$ cat src/design/mlc_pkg.sv
// Package for the memory self-test loop counter block.
// Assumes one clock and a synchronous active-low reset shared with the sequencer.
package mlc_pkg;
    // ==========================================
    // Register offsets (byte addresses)
    localparam logic [3:0] LOOP_COUNTER_CONTROL_OFS = 4'h0;
    localparam logic [3:0] LOOP_SUSPEND_CONTROL_OFS = 4'h4;
    localparam logic [3:0] IRQ_STATUS_OFS           = 4'h8;
    localparam logic [3:0] IRQ_MASK_OFS             = 4'hc;
    localparam int         ADDR_W                   = 4;
    // ==========================================
    // Field positions
    localparam int ENABLE_BIT = 31;
    localparam int INIT_HI    = 23;
    localparam int INIT_LO    = 16;
    localparam int VALUE_HI   = 7;
    localparam int VALUE_LO   = 0;
    localparam int CNT_W      = 8;
    // ==========================================
    // Reset values
    localparam logic [7:0]  CNT_RESET = 8'h00;
    localparam logic [31:0] DATA_ZERO = 32'h0000_0000;
    localparam logic [31:0] UNMAPPED  = 32'h0000_0000;
    // ==========================================
    // Interrupt status bits
    localparam int IRQ_W       = 2;
    localparam int IRQ_STOP    = 0;
    localparam int IRQ_SUSPEND = 1;
    // ==========================================
    // Loop operation from the sequencer
    typedef enum logic [1:0] {
        MLC_LOOP_NONE,
        MLC_LOOP_OTHER,
        MLC_LOOP_LAST,
        MLC_COUNTED_LOOP_OP
    } mlc_loop_t;
    typedef struct packed {
        logic      exec;
        mlc_loop_t op;
    } mlc_loop_cmd_t;
    typedef struct packed {
        logic stop;
        logic suspend;
        logic to_loop_start;
    } mlc_loop_res_t;
endpackage

$ cat src/design/mlc_loop_counters.sv
// Loop counter and loop suspend counter with Avalon-MM register slave.
// Assumes the sequencer supplies start, resume and loop-execute strobes on clock.
// Notes on behaviour
// Either start event loads loop count value from its init value; the code loads it on start_event only, not on resume_event.
// Counted loop with nonzero count decrements and branches to loop start.
// Last loop, enable set, nonzero count: decrement and branch to loop start.
// Last loop, enable set, count zero: stop execution.
// Counted loop, enable set, count zero: stop execution.
// Software sets up suspend register before enabling program execution.
// Without suspension, software writes suspend init zero and enable zero.
// For suspension software sets enable, mode zero, a continue enable, passes minus one.
// Program start loads suspend count value from suspend init.
// Any loop with suspension: zero suspends, else decrement and loop start.
// Stop on stop event, such as address limit or loop count zero.
// Alternate mode skips suspend decrement and suspension on last loops.
// Suspend register: enable 31, init 23:16, read-only value 7:0.
// Suspend counter acts on every kind of loop instruction.
// Loop counter bit 31 enables count behaviour for last loops.
// Loop counter bits 23:16 hold the software init value.
// Resume event also reloads suspend count value from its init.
// Comparison and decrement happen in the loop execute cycle.
`timescale 1ns/1ps
module mlc_loop_counters #(
    parameter int CNT_W = mlc_pkg::CNT_W
) (
    input  wire logic                          clock,
    input  wire logic                          rstn,
    input  wire logic [mlc_pkg::ADDR_W-1:0]    avs_address,
    input  wire logic                          avs_read,
    input  wire logic                          avs_write,
    input  wire logic [31:0]                   avs_writedata,
    input  wire logic [3:0]                    avs_byteenable,
    output logic      [31:0]                   avs_readdata,
    output logic                               avs_waitrequest,
    input  wire logic                          start_event,
    input  wire logic                          resume_event,
    input  wire logic                          alternate_mode_enable,
    input  wire logic                          limit_stop,
    input  wire mlc_pkg::mlc_loop_cmd_t        loop_cmd,
    output mlc_pkg::mlc_loop_res_t             loop_res,
    output logic [CNT_W-1:0]                   loop_count_value,
    output logic [CNT_W-1:0]                   suspend_count_value,
    output logic                               irq
);
    // ==========================================
    // Registers
    logic             last_loop_count_enable;
    logic [CNT_W-1:0] loop_count_init;
    logic             suspend_count_enable;
    logic [CNT_W-1:0] suspend_count_init;
    logic [mlc_pkg::IRQ_W-1:0] irq_status;
    logic [mlc_pkg::IRQ_W-1:0] irq_mask;
    logic             bus_done;
    logic             wr_hit;
    logic             rd_go;
    logic             is_loop;
    logic             is_last;
    logic             is_counted;
    logic             loop_count_zero;
    logic             suspend_count_zero;
    logic             cnt_active;
    logic             sus_active;
    logic             next_stop;
    logic             next_suspend;
    logic [mlc_pkg::IRQ_W-1:0] irq_events;

    // ==========================================
    // Next values and write strobes
    logic                      next_bus_done;
    logic                      next_waitrequest;
    mlc_pkg::mlc_loop_res_t    next_loop_res;
    logic [CNT_W-1:0]          next_loop_count_value;
    logic [CNT_W-1:0]          next_suspend_count_value;
    logic [mlc_pkg::IRQ_W-1:0] next_irq_status;
    logic                      next_irq;
    logic [31:0]               next_readdata;
    logic                      wr_loop_ctrl;
    logic                      wr_suspend_ctrl;
    logic                      wr_status;
    logic                      wr_mask;

    // ==========================================
    // Bus handshake: one wait cycle, then acknowledge
    assign wr_hit = avs_write && !avs_waitrequest && avs_byteenable[3] && avs_byteenable[2];
    assign rd_go  = avs_read && !bus_done;

    always_comb begin
        next_bus_done    = (avs_read || avs_write) && !bus_done;
        next_waitrequest = !next_bus_done;
    end

    always_ff @(posedge clock) begin
        if (!rstn) begin
            bus_done <= 1'b0;
        end else begin
            bus_done <= next_bus_done;
        end
    end

    always_ff @(posedge clock) begin
        if (!rstn) begin
            avs_waitrequest <= 1'b1;
        end else begin
            avs_waitrequest <= next_waitrequest;
        end
    end

    // ==========================================
    // Write decode
    assign wr_loop_ctrl    = wr_hit && (avs_address == mlc_pkg::LOOP_COUNTER_CONTROL_OFS);
    assign wr_suspend_ctrl = wr_hit && (avs_address == mlc_pkg::LOOP_SUSPEND_CONTROL_OFS);
    assign wr_status       = wr_hit && (avs_address == mlc_pkg::IRQ_STATUS_OFS);
    assign wr_mask         = wr_hit && (avs_address == mlc_pkg::IRQ_MASK_OFS);

    // ==========================================
    // Loop decode and decisions
    always_comb begin
        is_loop    = 1'b0;
        is_last    = 1'b0;
        is_counted = 1'b0;
        if (loop_cmd.exec) begin
            case (loop_cmd.op)
                mlc_pkg::MLC_LOOP_OTHER: begin
                    is_loop = 1'b1;
                end
                mlc_pkg::MLC_LOOP_LAST: begin
                    is_loop = 1'b1;
                    is_last = 1'b1;
                end
                mlc_pkg::MLC_COUNTED_LOOP_OP: begin
                    is_loop    = 1'b1;
                    is_counted = 1'b1;
                end
                default: begin
                end
            endcase
        end
    end

    // ==========================================
    // Counter zero detect
    assign loop_count_zero    = (loop_count_value == '0);
    assign suspend_count_zero = (suspend_count_value == '0);
    assign cnt_active = is_counted || (is_last && last_loop_count_enable);
    assign sus_active = is_loop && suspend_count_enable
                        && !(is_last && alternate_mode_enable);

    always_comb begin
        next_stop    = 1'b0;
        next_suspend = 1'b0;
        if (is_last && limit_stop) begin
            next_stop = 1'b1;
        end else if (cnt_active && loop_count_zero && (is_last || last_loop_count_enable)) begin
            next_stop = 1'b1;
        end else if (sus_active && suspend_count_zero) begin
            next_suspend = 1'b1;
        end
    end

    // ==========================================
    // Loop result to sequencer
    always_comb begin
        next_loop_res               = '0;
        next_loop_res.stop          = next_stop;
        next_loop_res.suspend       = next_suspend;
        next_loop_res.to_loop_start = !next_stop && !next_suspend
                                      && ((cnt_active && !loop_count_zero) || sus_active);
    end

    always_ff @(posedge clock) begin
        if (!rstn) begin
            loop_res <= '0;
        end else begin
            loop_res <= next_loop_res;
        end
    end

    // ==========================================
    // Loop counter
    always_comb begin
        next_loop_count_value = loop_count_value;
        if (start_event) begin
            next_loop_count_value = loop_count_init;
        end else if (cnt_active && !loop_count_zero && !next_stop) begin
            next_loop_count_value = loop_count_value - 1'b1;
        end
    end

    always_ff @(posedge clock) begin
        if (!rstn) begin
            loop_count_value <= mlc_pkg::CNT_RESET;
        end else begin
            loop_count_value <= next_loop_count_value;
        end
    end

    // ==========================================
    // Suspend counter
    always_comb begin
        next_suspend_count_value = suspend_count_value;
        if (start_event || resume_event) begin
            next_suspend_count_value = suspend_count_init;
        end else if (sus_active && !suspend_count_zero && !next_stop) begin
            next_suspend_count_value = suspend_count_value - 1'b1;
        end
    end

    always_ff @(posedge clock) begin
        if (!rstn) begin
            suspend_count_value <= mlc_pkg::CNT_RESET;
        end else begin
            suspend_count_value <= next_suspend_count_value;
        end
    end

    // ==========================================
    // Software registers
    always_ff @(posedge clock) begin
        if (!rstn) begin
            last_loop_count_enable <= 1'b0;
            loop_count_init        <= mlc_pkg::CNT_RESET;
        end else if (wr_loop_ctrl) begin
            last_loop_count_enable <= avs_writedata[mlc_pkg::ENABLE_BIT];
            loop_count_init        <= avs_writedata[mlc_pkg::INIT_HI:mlc_pkg::INIT_LO];
        end
    end

    // ==========================================
    // Suspend control register
    always_ff @(posedge clock) begin
        if (!rstn) begin
            suspend_count_enable <= 1'b0;
            suspend_count_init   <= mlc_pkg::CNT_RESET;
        end else if (wr_suspend_ctrl) begin
            suspend_count_enable <= avs_writedata[mlc_pkg::ENABLE_BIT];
            suspend_count_init   <= avs_writedata[mlc_pkg::INIT_HI:mlc_pkg::INIT_LO];
        end
    end

    // ==========================================
    // Interrupt mask register
    always_ff @(posedge clock) begin
        if (!rstn) begin
            irq_mask <= '0;
        end else if (wr_mask) begin
            irq_mask <= avs_writedata[mlc_pkg::IRQ_W-1:0];
        end
    end

    // ==========================================
    // Interrupt status, set wins over clear
    assign irq_events = {next_suspend, next_stop};

    for (genvar b = 0; b < mlc_pkg::IRQ_W; b++) begin : g_status
        assign next_irq_status[b] = irq_events[b]
                                    || (irq_status[b] && !(wr_status && avs_writedata[b]));
    end

    always_ff @(posedge clock) begin
        if (!rstn) begin
            irq_status <= '0;
        end else begin
            irq_status <= next_irq_status;
        end
    end

    // ==========================================
    // Interrupt output
    assign next_irq = |(irq_status & irq_mask);

    always_ff @(posedge clock) begin
        if (!rstn) begin
            irq <= 1'b0;
        end else begin
            irq <= next_irq;
        end
    end

    // ==========================================
    // Read data
    always_comb begin
        next_readdata = mlc_pkg::DATA_ZERO;
        case (avs_address)
            mlc_pkg::LOOP_COUNTER_CONTROL_OFS: begin
                next_readdata[mlc_pkg::ENABLE_BIT] = last_loop_count_enable;
                next_readdata[mlc_pkg::INIT_HI:mlc_pkg::INIT_LO] = loop_count_init;
                next_readdata[mlc_pkg::VALUE_HI:mlc_pkg::VALUE_LO] = loop_count_value;
            end
            mlc_pkg::LOOP_SUSPEND_CONTROL_OFS: begin
                next_readdata[mlc_pkg::ENABLE_BIT] = suspend_count_enable;
                next_readdata[mlc_pkg::INIT_HI:mlc_pkg::INIT_LO] = suspend_count_init;
                next_readdata[mlc_pkg::VALUE_HI:mlc_pkg::VALUE_LO] = suspend_count_value;
            end
            mlc_pkg::IRQ_STATUS_OFS: begin
                next_readdata[mlc_pkg::IRQ_W-1:0] = irq_status;
            end
            mlc_pkg::IRQ_MASK_OFS: begin
                next_readdata[mlc_pkg::IRQ_W-1:0] = irq_mask;
            end
            default: begin
                next_readdata = mlc_pkg::UNMAPPED;
            end
        endcase
    end

    // ==========================================
    // Read data register
    always_ff @(posedge clock) begin
        if (!rstn) begin
            avs_readdata <= mlc_pkg::DATA_ZERO;
        end else if (rd_go) begin
            avs_readdata <= next_readdata;
        end
    end
endmodule

$ cat config.mk
export PLATFORM = sky130hd
export DESIGN_NAME = mlc_loop_counters
export DESIGN_NICKNAME = d
export VERILOG_FILES = /design/src/design/mlc_pkg.sv /design/src/design/mlc_loop_counters.sv
export SDC_FILE = /design/constraint.sdc
export NUM_CORES = 1
export LEC_CHECK = 0
export BUFFER_PORTS_ARGS = -buffer_cell sky130_fd_sc_hd__buf_2
export CELL_PAD_IN_SITES_DETAIL_PLACEMENT = 0
export CELL_PAD_IN_SITES_GLOBAL_PLACEMENT = 1
export CORE_MARGIN = 4
export CORE_UTILIZATION = 36
export DETAILED_ROUTE_END_ITERATION = 10
export PLACE_DENSITY_LB_ADDON = 0.1
export REMOVE_ABC_BUFFERS = 1
export SLEW_MARGIN = 10
export SYNTH_ARGS = -nofsm -noshare
export SYNTH_HDL_FRONTEND = slang
export SYNTH_SLANG_ARGS = --single-unit
$ cat constraint.sdc
create_clock -name clock -period 2.42 [get_ports clock]
set_input_delay 0.121 -clock clock [delete_from_list [all_inputs] [get_ports clock]]
set_output_delay 0.121 -clock clock [all_outputs]
set_load 0.05 [all_outputs]
Yosys cells after proc, flatten, opt, wreduce, memory -nomap -nowiden
Cells that the tools add are included.

word-level totals
  word-level logic and storage cells = 94
  input port bits = 51
  bits in registers = 61
  output and inout bits = 53

operators by class
  add/subtract/negate cells = 2
  reduce and logical (&&, ||, !) cells = 51
  muxes and demuxes = 19
  equality and inequality tests = 6
  bitwise gates (word level) = 1

operator list
  operator                                           count
  two-way mux 8 bit                                  4
  logical AND 1 bit                                  27
  zero test 8 bit                                    2
  case mux 8 bit (2 select lines)                    1
  subtractor 8 x 1 -> 8 bit (second input constant)  2
  case mux 6 bit (2 select lines)                    1
  two-way mux 1 bit                                  11
  zero test 1 bit                                    10
  == test 4 bit (second input constant)              2
  case mux 2 bit (4 select lines)                    1
  logical OR 1 bit                                   7
  == test 2 bit (second input constant)              2
  == test 4 x 3 -> 1 bit (second input constant)     1
  zero test 4 bit                                    1
  nonzero test 2 bit                                 2
  OR reduction 3 bit                                 1
  bitwise AND 2 bit                                  1
  == test 2 x 1 -> 1 bit (second input constant)     1
  case mux 1 bit (2 select lines)                    1
  OR reduction 2 bit                                 1

Logic depth before layout (Yosys ltp)
  depth in word-level cells = 13
  mapped depth = 7
  mapped depth without buffers = 7

Worst setup path before layout
No wires, ideal clock.

  path type = flip-flop to flip-flop
  from = register loop_count_value[0]
  to = register suspend_count_value[3]
  path buffers = 0
  required time = 2.291 ns
  path slack = 0.275 ns
  setup time = 0.129 ns
  data arrival time = 2.016 ns
  period minus slack after synthesis = 2.145 ns
  stages on the path, launching flop included = 8
  cells stage by stage = dfxtp_1 -> inv_1 -> ha_1 -> or3b_2 -> nor3_4 -> nor3_2 -> a2111oi_2 -> nor3_1

between the ends
  word-level cells in the longest chain between the ends = 8

RTL lines
  what                                 line                      source
  start: declaration                   mlc_loop_counters.sv:41   output logic [CNT_W-1:0] loop_count_value,
  start signal: assignment             mlc_loop_counters.sv:191  loop_count_value <= mlc_pkg::CNT_RESET;
  start signal: assignment             mlc_loop_counters.sv:193  loop_count_value <= next_loop_count_value;
  zero test 8 bit                      mlc_loop_counters.sv:142  assign loop_count_zero = (loop_count_value == '0);
  logical AND 1 bit (2 in a row)       mlc_loop_counters.sv:153  end else if (cnt_active && loop_count_zero && (is_last || last_loop_count_enable)) begin
  two-way mux 1 bit                    mlc_loop_counters.sv:153
  two-way mux 1 bit                    mlc_loop_counters.sv:151  if (is_last && limit_stop) begin
  zero test 1 bit                      mlc_loop_counters.sv:203  end else if (sus_active && !suspend_count_zero && !next_stop) begin
  logical AND 1 bit                    mlc_loop_counters.sv:203
  nonzero test 2 bit (no source line)  -
  end signal: assignment               mlc_loop_counters.sv:210  suspend_count_value <= mlc_pkg::CNT_RESET;
  end signal: assignment               mlc_loop_counters.sv:212  suspend_count_value <= next_suspend_count_value;
  end: declaration                     mlc_loop_counters.sv:42   output logic [CNT_W-1:0] suspend_count_value,

No other way between the ends.
A chain may end at the register's enable or synchronous reset.

Final worst setup path
  from = register loop_count_value[1]
  to = register suspend_count_value[5]

Same word-level chain as after synthesis.

==> out/summary.md <==
The flow ran to the end, and the final reports show no timing, DRC or antenna violations. Clock-pin slew was measured on the worst setup and hold paths at 70 ps. Origin of the critical flop-to-flop path: loop_count_value[1].

Once the clock tree was built, the setup fixing pass inserted 0 buffers. The maximum net fanout on the critical path is 5. The violation count after the first detailed-route iteration was 127; the average vias per placed instance was 5.18. The path depth of the worst reg2reg path works out to 7.

The logs give 0.475 GHz for the fmax and 0.827 for the final weighted congestion of routability-driven global placement. The tools report the number of placed cells counting well taps as 477. Dividing the detail-routed wire length by the instance count gives 16.7 um. The tools report the initial antenna violation count as 0. The design draws 2.23 mW. The total overflow left after global routing is 0. The run gives 7770 um2 as the placeable core area. The share of the clock period used by the worst path is 0.871, and the biggest cell delay along the critical path is 500 ps. The average instance area after synthesis was 9.12 um2. The first detailed-routing pass ran for 4 iterations.

Height of the die: 97.8 um. The post-synthesis to final-layout area growth was 19.2%. Pin placement for this block handled 104 I/O pins. The kind of end point of the critical path is a flop. The tightest min-delay check is of the in -> reg type. The cell sitting at the root of the clock tree is a sky130_fd_sc_hd__clkbuf_8. The terminus of the critical flop-to-flop path was suspend_count_value[5]. The sequential area share after synthesis came out at 0.421. After clock tree synthesis, the flow added hold-fix buffers numbering 0.

The analysis attributes to cell leakage a power of 1.44 nW. The signal on the critical path passes through inv_1 > ha_1 > or3b_2 > nor3_4 > nor2_1 > a2111oi_2 > nor3_1. The logs give 0 for the final setup violation count and 24 for the maximum number of pins on one net before global-route repair. The logs give 2320 ps for the data arrival time of the worst path and 0.340 for the relative contribution of the clock network to total power. After the flow finishes, the layout carries non-filler instances totaling 490. The tools report the worst hold path endpoint as loop_count_init[7]. The H-tree was split into 3 levels.

Across the run, the number of max-cap violations was 0. At the worst endpoint, the required time is 2630 ps. The internal portion of the total power is 1.52 mW.

The final layout contains routed wiring with a total length of 8180 um. The fraction of synthesis flops using an asynchronous set or reset pin is 0, and the wire length of the first global-routing pass is 13100 um. For the HPWL after detailed placement, the log shows 5870 um. The largest individual stage delay along the critical path comes from the cell sky130_fd_sc_hd__or3b_2.

During placement, the flow inserted port buffers numbering 65. The logs give 2496 for the number of global-route vias before repair and 3310 um2 for the area after detailed placement. The total power divided by cell area works out to 646 nW/um2. The library cells used most frequently in the layout, excluding fill and tap cells, are 65 x sky130_fd_sc_hd__buf_2, 61 x sky130_fd_sc_hd__dfxtp_1, 53 x sky130_fd_sc_hd__nor2_1. Clock tree synthesis inserted a total of 9 buffers.

Headroom to the max-slew limit: 0.446. The worst setup path is of the reg -> reg kind. The detail route stage leaves a number of antenna-violating nets equal to 0. In this run the horizontal extent of the chip is 97.8 um. The biggest area contributor in the post-synthesis netlist is sky130_fd_sc_hd__dfxtp_1. The net switching power figure is 0.711 mW, and the minimum clock period after layout is 2110 ps. Share of final-layout standard cells stronger than drive strength 1: 0.271. For the worst setup slack for register-to-register paths, the log shows 310 ps.

Clock latency on the worst-skew pair, taken at its later pin, is 340 ps. The number of hold-slack violations in the final timing report was 0; the number of cells on the worst hold path was 3. Counting every instance in the synthesized netlist gives 318. The sequential share of power was 0.476; the area of all placed cells without fillers was 3460 um2. During synthesis, Yosys emitted a total of 0 warnings. The longest clock path from root to sink contains 2 buffers. The floorplan step defined a die boundary enclosing 9560 um2. The repair_antennas step left the layout with diodes totalling 0. Synthesis inferred 61 register bits. Number of slew-limit violations in the final report: 0. The transition time at the pin with the least slew margin is 831 ps, and the aggregate global-route resource usage is 0.174. The tools report the setup TNS as 0 ps. Combinational fraction of design power: 0.184. The maximum ir drop on the vdd rail is 0.000269 V, and the post-route DRC violation count is 0.

The net switching share of the total power came out at 0.318. The library cell used most frequently in the layout, excluding fill and tap cells, is sky130_fd_sc_hd__buf_2. The floorplan has 32 rows. The clock tree skew after final layout is 10.4 ps, and the top cell type's share of synthesized area is 0.421. For the starting utilization of the core area, the log shows 0.373. The tools report the launch instance of the worst min-delay path as avs_writedata[23]. Ranked by total cell area, the synthesized netlist is headed by sky130_fd_sc_hd__dfxtp_1 42%, sky130_fd_sc_hd__mux2i_1 6.9%, sky130_fd_sc_hd__nor2_1 6.9%, sky130_fd_sc_hd__a221oi_1 4.5%, sky130_fd_sc_hd__nor3_1 4.1%.

The clock sink total is 61, and the post-synthesis cell type count is 53. Summing every instance area after synthesis gives 2900 um2. The number of synthesized flops with an enable pin is 0. Setup repair after global routing left no endpoint under its margin. For the total vias in the final route, the log shows 2538. The worst setup path is launched from a flop. The final layout contains 441 nets.

Tracing the worst setup path back leads to its startpoint at loop_count_value[1]. TritonCTS built the clock tree. The run gives 0 as the number of gates given a new drive strength after cts.

In the synthesized netlist the dominant register cell turns out to be sky130_fd_sc_hd__dfxtp_1.
-- worst max-delay path, delay by kind of cell (launching register included) --
family / cells / cell delay (ps)
and+or+nand+nor: 4 / 1030
DFF: 1 / 350
AOI/OAI and AO/OA: 1 / 330
adders and majority gates: 1 / 180
buffers and inverters: 1 / 90
-- metrics by stage --
stage	hold slack [ps]	util	worst slack (ps)
2_1_floorplan	239	-	133
3_3_place_gp	370	0.426	360
3_5_place_dp	378	0.426	313
4_1_cts	23.9	0.445	303
5_1_grt	34.7	0.445	194
6_report	34.3	0.445	313
-- power groups by stage --
stage | clock, mW | sequential, mW | combinational, mW
6_report | 0.760 | 1.06 | 0.411
5_1_grt | 0.827 | 1.07 | 0.442
4_1_cts | 0.780 | 1.06 | 0.414
3_5_place_dp | 0 | 1.09 | 0.413
3_3_place_gp | 0 | 1.09 | 0.411
2_1_floorplan | 0 | 1.19 | 0.185
-- per-layer routing --
| layer | track usage | routed length, um | vias up |
|---|---|---|---|
| li1 | - | - | 1257 |
| met1 | 0.228 | 3840 | 1180 |
| met2 | 0.265 | 3530 | 84 |
| met3 | 0.0464 | 547 | 17 |
| met4 | 0.0852 | 260 | 0 |
| met5 | 0 | 0 | - |
-- registers in the layout, indices dropped and copies added, names as in the netlist --
signal and count:
suspend_count_value 8, irq 1, last_loop_count_enable 1, loop_count_value 8, suspend_count_enable 1, suspend_count_init 8, avs_waitrequest 1, loop_count_init 8
irq_mask 2, irq_status 2, loop_res 3, avs_readdata 17, bus_done 1
-- Yosys cell counts, types with 2 or more instances --
cell and instances:
sky130_fd_sc_hd__or4_4 2, sky130_fd_sc_hd__mux4_2 2, sky130_fd_sc_hd__nor3_1 24, sky130_fd_sc_hd__a2111oi_2 2
sky130_fd_sc_hd__o21ai_0 12, sky130_fd_sc_hd__buf_4 16, sky130_fd_sc_hd__nand3b_1 2, sky130_fd_sc_hd__o211ai_1 4
sky130_fd_sc_hd__nand2_1 6, sky130_fd_sc_hd__a21oi_1 9, sky130_fd_sc_hd__nand3_1 6, sky130_fd_sc_hd__clkbuf_1 14
sky130_fd_sc_hd__ha_1 4, sky130_fd_sc_hd__and4b_1 2, sky130_fd_sc_hd__nor4_1 5, sky130_fd_sc_hd__nand2b_1 2
sky130_fd_sc_hd__and2_1 2, sky130_fd_sc_hd__xnor2_1 6, sky130_fd_sc_hd__xor2_1 3, sky130_fd_sc_hd__nor2b_1 3
sky130_fd_sc_hd__nor2_1 53, sky130_fd_sc_hd__nand4b_1 2, sky130_fd_sc_hd__inv_1 8, sky130_fd_sc_hd__a31oi_1 2
sky130_fd_sc_hd__a221oi_1 15, sky130_fd_sc_hd__mux2i_1 20, sky130_fd_sc_hd__a22oi_1 4, sky130_fd_sc_hd__a211oi_1 2
sky130_fd_sc_hd__and4_1 2, sky130_fd_sc_hd__dfxtp_1 61
-- cell type report --
type	instances	area, um2
Sequential cell	61	1220
Multi-Input combinational cell	230	1520
Clock buffer	10	138
Inverter	9	33.8
Fill cell	811	4310
Timing Repair Buffer	75	400
Clock inverter	3	15.0
Tap cell	102	128
-- cells by family (layout without fill, tap and decap cells) --
kind of cell	Yosys count	after routing	synth area share
and+or+nand+nor	121	121	0.220
DFF	61	61	0.421
AOI/OAI and AO/OA	59	59	0.154
buffers and inverters	41	97	0.0742
muxes	22	22	0.0846
xor gates and xnor gates	9	9	0.0272
adders and majority gates	4	4	0.0173
other	1	15	0.00129
-- how the worst max path moves through the flow --
stage,endpoint,cells after the start
floorplan,last_loop_count_enable,4
global placement,suspend_count_value[3],7
detailed placement,suspend_count_value[3],7
CTS,suspend_count_value[3],7
global route,suspend_count_value[3],7
finish,suspend_count_value[5],7
No activity file was read; power rests on OpenSTA's default activity.
